[config.mk]
export PLATFORM = sky130hd
export DESIGN_NAME = reset_clock_boot_config
export DESIGN_NICKNAME = d
export VERILOG_FILES = /design/src/rtl/rcbc_pkg.sv /design/src/rtl/reset_clock_boot_config.sv
export SDC_FILE = /design/constraint.sdc
export NUM_CORES = 1
export LEC_CHECK = 0
export BUFFER_PORTS_ARGS = -buffer_cell sky130_fd_sc_hd__buf_4
export CAP_MARGIN = 20
export CORE_MARGIN = 2
export CORE_UTILIZATION = 50
export CTS_BUF_LIST = sky130_fd_sc_hd__clkbuf_4 sky130_fd_sc_hd__clkbuf_8 sky130_fd_sc_hd__clkbuf_16
export DETAILED_ROUTE_END_ITERATION = 8
export HOLD_SLACK_MARGIN = 0.1
export PLACE_DENSITY = 0.82
export SYNTH_ARGS = -nofsm -noshare
export SYNTH_HDL_FRONTEND = slang
export SYNTH_SLANG_ARGS = --single-unit
export TNS_END_PERCENT = 5
[constraint.sdc]
create_clock -name clk -period 1.8 [get_ports clk]
set_input_delay 0.27 -clock clk [delete_from_list [all_inputs] [get_ports clk]]
set_output_delay 0.27 -clock clk [all_outputs]
set_load 0.005 [all_outputs]
[src/rtl/rcbc_pkg.sv]
package rcbc_pkg;
  // Clock ratio strap codes
  localparam logic [1:0] RatioCode8   = 2'h0;
  localparam logic [1:0] RatioCode32  = 2'h1;
  localparam logic [1:0] RatioCode16  = 2'h2;
  localparam logic [1:0] RatioCodeRsv = 2'h3;
  // Ratio values as multipliers
  localparam logic [5:0] Ratio8  = 6'h08;
  localparam logic [5:0] Ratio32 = 6'h20;
  localparam logic [5:0] Ratio16 = 6'h10;
  // Lock wait in input-clock cycles
  localparam int unsigned LockWaitCycles = 4096;
  // Running-reset control bit position
  localparam int unsigned RunRstEnBit = 0;
  // Reset value of PLL divider field; the multiplier resets to Ratio8
  localparam logic [5:0] PllDivReset = 6'h01;

  // Strap values caught at reset release
  typedef struct packed {
    logic [1:0] ratioCode;
    logic [2:0] bootCfg;
  } rcbc_straps_s;

  // Software PLL settings
  typedef struct packed {
    logic [5:0] mult;
    logic [5:0] div;
  } rcbc_pll_s;

  // Sequencer states
  typedef enum logic [2:0] {
    SEQ_RESET = 3'b001,
    SEQ_LOCK  = 3'b010,
    SEQ_RUN   = 3'b100
  } rcbc_seq_e;
endpackage : rcbc_pkg

[src/rtl/reset_clock_boot_config.sv]
module reset_clock_boot_config #(
  parameter int unsigned LOCK_CYCLES = rcbc_pkg::LockWaitCycles
) (
  input  wire logic                   clk,            // Input clock
  input  wire logic                   srst,           // Synchronous reset, high
  input  wire logic                   extResetN,      // External reset pin, low
  input  wire logic [1:0]             ratioStrap,     // Ratio strap pins
  input  wire logic [2:0]             bootStrap,      // Boot strap pins
  input  wire logic                   crystalPresent, // Crystal network sensed
  input  wire logic                   runRstCtlWr,    // Control write strobe
  input  wire logic                   runRstCtlData,  // Control bit 0 value
  input  wire logic                   pmCtlWr,        // PLL control write strobe
  input  wire rcbc_pkg::rcbc_pll_s    pmCtlData,      // PLL write data
  input  wire logic                   sharedPinIn,    // Shared pin input level
  output logic                        sharedPinOut,   // Shared pin drive level
  output logic                        sharedPinOe,    // Shared pin drive enable
  output logic                        coreResetN,     // Core held while low
  output logic                        coreRun,        // Core executing from vector
  output logic [5:0]                  coreRatio,      // Active clock ratio
  output logic                        ratioReserved,  // Reserved ratio strapped
  output logic [2:0]                  bootMode,       // Selected boot mode
  output rcbc_pkg::rcbc_pll_s         power_mgmt_control,          // Power management control
  output logic                        useCrystalOsc,  // Internal oscillator on
  output logic                        runResetReq     // Running reset seen
);
  import rcbc_pkg::*;

  localparam int CW = $clog2(LOCK_CYCLES + 1);
  localparam int SW = $bits(rcbc_straps_s) + 1;  // Straps plus crystal sense

  // Three-stage synchronisers for pin inputs
  logic [2:0] rstSync_q,  rstSync_d;   // External reset pipeline
  logic [2:0] runSync_q,  runSync_d;   // Running reset pipeline
  logic       rstLvl_q,   rstLvl_d;    // Accepted reset level (low active)
  logic       runLvl_q,   runLvl_d;    // Accepted running-reset level
  logic [SW-1:0] strapS1_q,  strapS1_d;  // Strap pins, first stage
  logic [SW-1:0] strapS2_q,  strapS2_d;  // Strap pins, second stage
  logic [SW-1:0] strapS3_q,  strapS3_d;  // Strap pins, third stage
  logic [SW-1:0] strapLvl_q, strapLvl_d; // Accepted strap levels

  // Sequencer state
  rcbc_seq_e    state_q, state_d;      // Sequencer state
  logic [CW-1:0] cnt_q, cnt_d;         // Lock wait counter
  rcbc_straps_s straps_q, straps_d;    // Captured straps
  rcbc_pll_s    pll_q, pll_d;          // PLL settings
  logic         runEn_q, runEn_d;      // Running-reset enable
  logic         crystal_terminal_q, crystal_terminal_d;        // Oscillator select
  logic         runReq_q, runReq_d;    // Running reset request, held while pin low
  logic [5:0]   ratio_d;               // Decoded ratio
  logic         pinOut_d;              // Shared pin level next
  logic         pinOe_d;               // Shared pin drive enable next
  logic         running_d;             // Core released next
  logic         ratioRsv_d;            // Reserved strap code next

  // Synchroniser next values; change counts when stages 2 and 3 agree
  always_comb begin
    rstSync_d = {rstSync_q[1:0], extResetN};
    runSync_d = {runSync_q[1:0], sharedPinIn};
    rstLvl_d  = (rstSync_q[2] == rstSync_q[1]) ? rstSync_q[2] : rstLvl_q;
    runLvl_d  = (runSync_q[2] == runSync_q[1]) ? runSync_q[2] : runLvl_q;
    // Strap pins are board levels too, so they pass the same filter
    strapS1_d  = {ratioStrap, bootStrap, crystalPresent};
    strapS2_d  = strapS1_q;
    strapS3_d  = strapS2_q;
    strapLvl_d = (strapS3_q == strapS2_q) ? strapS3_q : strapLvl_q;
  end

  // Synchroniser registers
  always_ff @(posedge clk) begin
    if (srst) begin
      rstSync_q <= 3'h0;
      runSync_q <= 3'h7;
      rstLvl_q  <= 1'h0;
      runLvl_q  <= 1'h1;
      strapS1_q  <= '0;
      strapS2_q  <= '0;
      strapS3_q  <= '0;
      strapLvl_q <= '0;
    end else begin
      rstSync_q <= rstSync_d;
      runSync_q <= runSync_d;
      rstLvl_q  <= rstLvl_d;
      runLvl_q  <= runLvl_d;
      strapS1_q  <= strapS1_d;
      strapS2_q  <= strapS2_d;
      strapS3_q  <= strapS3_d;
      strapLvl_q <= strapLvl_d;
    end
  end

  // Ratio decode of the captured straps
  always_comb begin
    case (straps_q.ratioCode)
      RatioCode8:  ratio_d = Ratio8;
      RatioCode32: ratio_d = Ratio32;
      RatioCode16: ratio_d = Ratio16;
      default:     ratio_d = Ratio8;                        // Reserved: safe slowest
    endcase
  end

  // Sequencer next state
  always_comb begin
    state_d  = state_q;
    cnt_d    = cnt_q;
    straps_d = straps_q;
    pll_d    = pll_q;
    runEn_d  = runEn_q;
    crystal_terminal_d   = crystal_terminal_q;
    runReq_d = 1'h0;
    case (state_q)
      SEQ_RESET: begin
        // Pin low holds everything; board drives it at power-up
        cnt_d   = '0;
        runEn_d = 1'h0;
        pll_d   = '{mult: Ratio8, div: PllDivReset};
        if (rstLvl_q) begin
          // Filtered straps and crystal sense caught once, at release
          {straps_d, crystal_terminal_d} = strapLvl_q;
          state_d  = SEQ_LOCK;
        end
      end
      SEQ_LOCK: begin
        if (cnt_q == CW'(LOCK_CYCLES - 1)) begin
          state_d = SEQ_RUN;
          pll_d   = '{mult: ratio_d, div: PllDivReset};
        end else begin
          cnt_d = cnt_q + CW'(1);
        end
      end
      SEQ_RUN: begin
        if (pmCtlWr) begin
          pll_d = pmCtlData;
        end
        if (runRstCtlWr) begin
          runEn_d = runRstCtlData;
        end
        runReq_d = runEn_q && !runLvl_q;
      end
      default: state_d = SEQ_RESET;
    endcase
    if (!rstLvl_q) begin
      state_d = SEQ_RESET;
    end
  end

  // Sequencer registers
  always_ff @(posedge clk) begin
    if (srst) begin
      state_q  <= SEQ_RESET;
      cnt_q    <= '0;
      straps_q <= '0;
      pll_q    <= '{mult: Ratio8, div: PllDivReset};
      runEn_q  <= 1'h0;
      crystal_terminal_q   <= 1'h0;
      runReq_q <= 1'h0;
    end else begin
      state_q  <= state_d;
      cnt_q    <= cnt_d;
      straps_q <= straps_d;
      pll_q    <= pll_d;
      runEn_q  <= runEn_d;
      crystal_terminal_q   <= crystal_terminal_d;
      runReq_q <= runReq_d;
    end
  end

  // Output next values, so the output registers only copy
  always_comb begin
    pinOut_d   = (state_d == SEQ_RUN);
    pinOe_d    = !runEn_d;
    running_d  = (state_d == SEQ_RUN);
    ratioRsv_d = (straps_q.ratioCode == RatioCodeRsv);
  end

  // Output registers
  always_ff @(posedge clk) begin
    if (srst) begin
      sharedPinOut  <= 1'h0;
      sharedPinOe   <= 1'h1;
      coreResetN    <= 1'h0;
      coreRun       <= 1'h0;
      coreRatio     <= Ratio8;
      ratioReserved <= 1'h0;
      bootMode      <= 3'h0;
      power_mgmt_control         <= '{mult: Ratio8, div: PllDivReset};
      useCrystalOsc <= 1'h0;
      runResetReq   <= 1'h0;
    end else begin
      sharedPinOut  <= pinOut_d;
      sharedPinOe   <= pinOe_d;
      coreResetN    <= running_d;
      coreRun       <= running_d;
      coreRatio     <= ratio_d;
      ratioReserved <= ratioRsv_d;
      bootMode      <= straps_q.bootCfg;
      power_mgmt_control         <= pll_d;
      useCrystalOsc <= crystal_terminal_d;
      runResetReq   <= runReq_q;
    end
  end
endmodule : reset_clock_boot_config

## Word-level counts from Yosys, hierarchy flattened

Cells that the tools add are included.

| cells by class | value |
|---|---|
| $add $sub $neg | 1 |
| equality and inequality tests | 14 |
| muxes and demuxes | 11 |
| bitwise gates (word level) | 1 |
| reduce and logical (&&, ||, !) cells | 9 |

Operator list:

| cell | count |
|---|---|
| $pmux W12 S3 | 1 |
| $pmux W13 S2 | 1 |
| $mux W12 | 2 |
| $add A13 B1 Y13 const B | 1 |
| $eq A13 B12 Y1 const B | 1 |
| $mux W13 | 1 |
| $pmux W6 S2 | 1 |
| $pmux W3 S3 | 1 |
| $eq A3 B3 Y1 const B | 2 |
| $eq A6 B6 Y1 | 1 |
| $mux W3 | 2 |
| $ne A2 B2 Y1 const B | 3 |
| $eq A2 B2 Y1 const B | 2 |
| $reduce_and A2 Y1 | 2 |
| $eq A3 B1 Y1 const B | 1 |
| $eq A3 B2 Y1 const B | 1 |
| $reduce_and A3 Y1 | 1 |
| $reduce_bool A3 Y1 | 1 |
| $eq A1 B1 Y1 | 2 |
| $eq A2 B1 Y1 const B | 1 |
| $logic_not A1 Y1 | 2 |
| $pmux W1 S2 | 1 |
| $reduce_bool A2 Y1 | 1 |
| $reduce_or A2 Y1 | 1 |
| 3 further kinds | 3 |

| word-level totals | value |
|---|---|
| bits in registers | 81 |
| bits of input ports | 25 |
| output and inout port bits | 28 |
| logic and storage cells | 59 |

## Longest topological paths before layout

| logic depth | value |
|---|---|
| depth after elaboration | 5 |
| depth in mapped cells | 7 |
| mapped depth without buffers | 5 |

## Worst setup path after synthesis

OpenSTA, ideal clock, no wires.

| timing path | value |
|---|---|
| kind | register to register |
| start point | reg cnt_q[0] |
| end point | reg power_mgmt_control[0] (netlist bit) |
| library setup time | 0.072 ns |
| data arrival time | 1.812 ns |
| data required time | 1.728 ns |
| setup slack | -0.084 ns |
| cell stages (with the launch flop) | 8 |
| buffers on the path | 2 |
| period minus slack after synthesis | 1.884 ns |
| cells stage by stage | dfxtp_1 -> ha_1 -> and4_1 -> and4_1 -> clkbuf_1 -> o22ai_1 -> buf_2 -> mux2i_1 |

| between the ends | value |
|---|---|
| cells in the longest elaborated chain, start to end | 3 |

RTL lines:

| item | line | RTL |
|---|---|---|
| start, declared | reset_clock_boot_config.sv:43 | `logic [CW-1:0] cnt_q, cnt_d;` |
| start signal, assigned | reset_clock_boot_config.sv:158 | `cnt_q <= cnt_d;` |
| $eq A13 B12 Y1 | reset_clock_boot_config.sv:123 | `if (cnt_q == CW'(LOCK_CYCLES - 1)) begin` |
| $ne A2 B2 Y1 (no line) | n/a |  |
| $reduce_and A3 Y1 (no line) | n/a |  |
| end signal, assigned | reset_clock_boot_config.sv:185 | `power_mgmt_control <= '{mult: Ratio8, div: PllDivReset};` |
| end signal, assigned | reset_clock_boot_config.sv:196 | `power_mgmt_control <= pll_d;` |
| end, declared | reset_clock_boot_config.sv:22 | `output rcbc_pkg::rcbc_pll_s power_mgmt_control,` |

Every way passes these cells.
A chain may end at the register's enable or synchronous reset.

## Worst setup path in the final report

| timing path | value |
|---|---|
| start point | reg cnt_q[0] |
| end point | reg cnt_q[3] |

| between the ends | value |
|---|---|
| cells in the longest elaborated chain, start to end | 3 |
| elaborated cells between the ends (all ways) | 6 |
| those cells by class | add/sub (1); eq/ne (2); mux (2); reduce/logical (1) |

RTL lines:

| item | line |
|---|---|
| $add A13 B1 Y13 / $eq A13 B12 Y1 (equally long branches) | reset_clock_boot_config.sv:127, reset_clock_boot_config.sv:123 |
| $mux W13 / $ne A2 B2 Y1 (equally long branches) | n/a |
| $pmux W13 S2 / $reduce_and A2 Y1 (equally long branches) | n/a |

Parallel ways exist; a longest one is shown, timed or not. The select of a mux whose other input is x is not followed.

==> impl_metrics.toml <==
[status]
outcome = "finished, final reports clean"

[pwr]
p_per_area_nw_per_um2 = 841
vdd_drop_max_v = 0.000552
p_leak_nw = 1.43

[logic_synthesis]
synth.area.top_cells = "dfxtp_1, nor2b_1, mux2i_1"
synth_top_area_share = 0.506
yosysSeqAreaShare = 0.506
synthCells = 322
syn_area_per_cell_um2 = 9.59
ys_types = 47
synth-edff-count = 0
synth_top_cell_by_area = "dfxtp_1"
synthArstFlopShare = 0
ys_warn_count = 0
synth_seq_cells = 78
synth_ff_type = "dfxtp_1"
syn-cell-area_um2 = 3090

[min_path]
holdCritPathClass = "in2reg"

[global_routing]
gr-total-overflow = 0
grt_pass1_vias = 2188
grt_pass1_wl_um = 9980
gr-usage-all-layers = 0.197
antenna_found_initial = 0
grt_start_max_net_pins = 34

[routing]
drtAntennaViolNets = 0
drt_iter0_drc = 165
vias = 2414
wirelength_um = 6010
drc = 0
firstDrtPassIters = 4
wl_per_cell_um = 13.1
via_per_inst = 5.27

[worst_setup_path]
cp_slowest_cell = "or4_1"
cp_max_fo = 8
critPathLaunchType = "flop"
max_stage_delay_ps = 470
crit_family = "simple AND/OR/NAND/NOR gates"
end_kind = "flop"
worst-path-buf-inv = 0
cp.required_ps = 2070
setup.worst_path.class = "reg2reg"
crit_arrival_ps = 1960
crit_path_cell_trace = "ha_1 > and4_1 > and4_4 > or4_1 > a21oi_1"

[layout]
layout.nets = 407
num_antenna_cells = 0
final_common_cell = "dfxtp_1"
syn_to_final_growth_pct = 23.4
final_util = 0.640
drive_gt1_frac = 0.251
mostFrequentLayoutCells = "dfxtp_1, buf_4, nor2b_1"
fillers = 480
fin_cells = 458

[sta]
min_period_over_period = 0.937
hold_viol = 0
skew_ps = 5.08
slew_viol_final = 0
fin_ws_ps = 113
setup_viol = 0
max_clock_freq_mhz = 593
rsz0062_at_grt = "yes"
finalCriticalPeriod_ps = 1690

[floorplanning]
core_um2 = 5960
ioPinCount = 53
rows = 28
die_y_um = 82.6
die-area_um2 = 6820
start_util = 0.518
die_w_um = 82.6

[clocking]
root_buffer = "clkbuf_8"
clk_pin_slew_ps = 80
cts.sinks = 78
cts_buffers = 9
cts_tree = "yes"
cts_htree_levels = 3
clock_path_buffers = 2
clock_latency_ps = 350

[placement]
dp_hpwl_um = 4360
gp_congestion = 0.850
numPortBuffers = 49
post-place-ws_ps = 27.4
place_inst = 441

[run]
max_cap_viol_count = 0
-- worst register-to-register path: stages (launching register included) --
cell and delay [ps]:
dfxtp_1 320, ha_1 200, and4_1 230, and4_4 220
or4_1 480, a21oi_1 170
-- path summary, 6_finish.rpt --
kind,from,depth (start not counted),slack (ps),endpoint
setup / recovery,cnt_q[0]$_SDFFE_PP0P_,5,110,cnt_q[3]$_SDFFE_PP0P_
hold / removal,ratioStrap[0],2,130,strapS1_q[4]$_SDFF_PP0_
setup reg to reg,cnt_q[0]$_SDFFE_PP0P_,5,110,cnt_q[3]$_SDFFE_PP0P_
hold reg to reg,runSync_q[0]$_SDFF_PP1_,1,420,runSync_q[1]$_SDFF_PP1_
-- cell families (layout without fill, tap and decap cells) --
family          Yosys count  count (layout)  share of synthesized area
compound gates           50              50                     0.0977
xor+xnor                  8               8                     0.0227
fa+ha+maj                 4               4                     0.0162
buf+inv                  28              87                     0.0417
flops                    78              78                      0.506
mux                      19              19                     0.0624
other cells               1               3                    0.00121
simple gates            134             134                      0.252
-- Yosys cell counts (6+ instances only) --
master and n:
nand2b_1 11, clkbuf_1 15, mux2i_1 17, nand2_1 20
xnor2_1 7, a21oi_1 22, nor2b_1 32, nor3_1 12
or4_1 6, o21ai_0 10, nand3_1 11, dfxtp_1 78
nor2_1 13
-- power by group --
| part | internal (mW) | switching, mW |
|---|---|---|
| Clock | 0.697 | 0.623 |
| Sequential | 1.75 | 0.00993 |
| Combinational | 0.0659 | 0.0593 |
| Total | 2.51 | 0.692 |
-- routing by layer --
| layer | routed length (µm) | up-vias | GRT usage |
|---|---|---|---|
| met5 | 0 | - | 0 |
| met4 | 91 | 0 | 0.108 |
| met3 | 485 | 9 | 0.0489 |
| met2 | 2680 | 94 | 0.293 |
| met1 | 2750 | 1089 | 0.262 |
| li1 | - | 1222 | - |
-- registers in the layout (all words and copies together), names as in the netlist, 5 cells and up --
signal and cells:
cnt_q 13, power_mgmt_control 12, strapLvl_q 6, strapS1_q 6, strapS2_q 6, strapS3_q 6
straps_q 5
-- cell type report --
| cell class | instances | area (µm²) | share of cell area |
|---|---|---|---|
| sequential | 78 | 1560 | 0.410 |
| clock inverter | 5 | 57.6 | 0.0151 |
| inverter | 4 | 15.0 | 0.00394 |
| timing repair buffer | 67 | 513 | 0.135 |
| multi-input combinational | 218 | 1420 | 0.374 |
| clock buffer | 11 | 145 | 0.0381 |
| tap | 75 | 93.8 | 0.0246 |
-- per-stage QoR --
step	instance area (µm²)	hold WS, ps	TNS (ps)	power (mW)
2_1_floorplan	3100	374	0	1.87
3_3_place_gp	3580	393	0	1.92
3_5_place_dp	3580	400	0	1.92
4_1_cts	3790	115	0	3.22
5_1_grt	3810	123	-6.40	3.32
6_report	3810	128	0	3.20
-- repair_timing --
| action | CTS | global route |
|---|---|---|
| setup endpoints to repair | 0 | 14 |
| buffers inserted | 0 | 0 |
| endpoints found under the hold margin | 1 | 0 |
| hold buffers | 1 | 0 |
| gates resized for setup | 0 | 6 |
No activity file was read; power rests on OpenSTA's default activity.
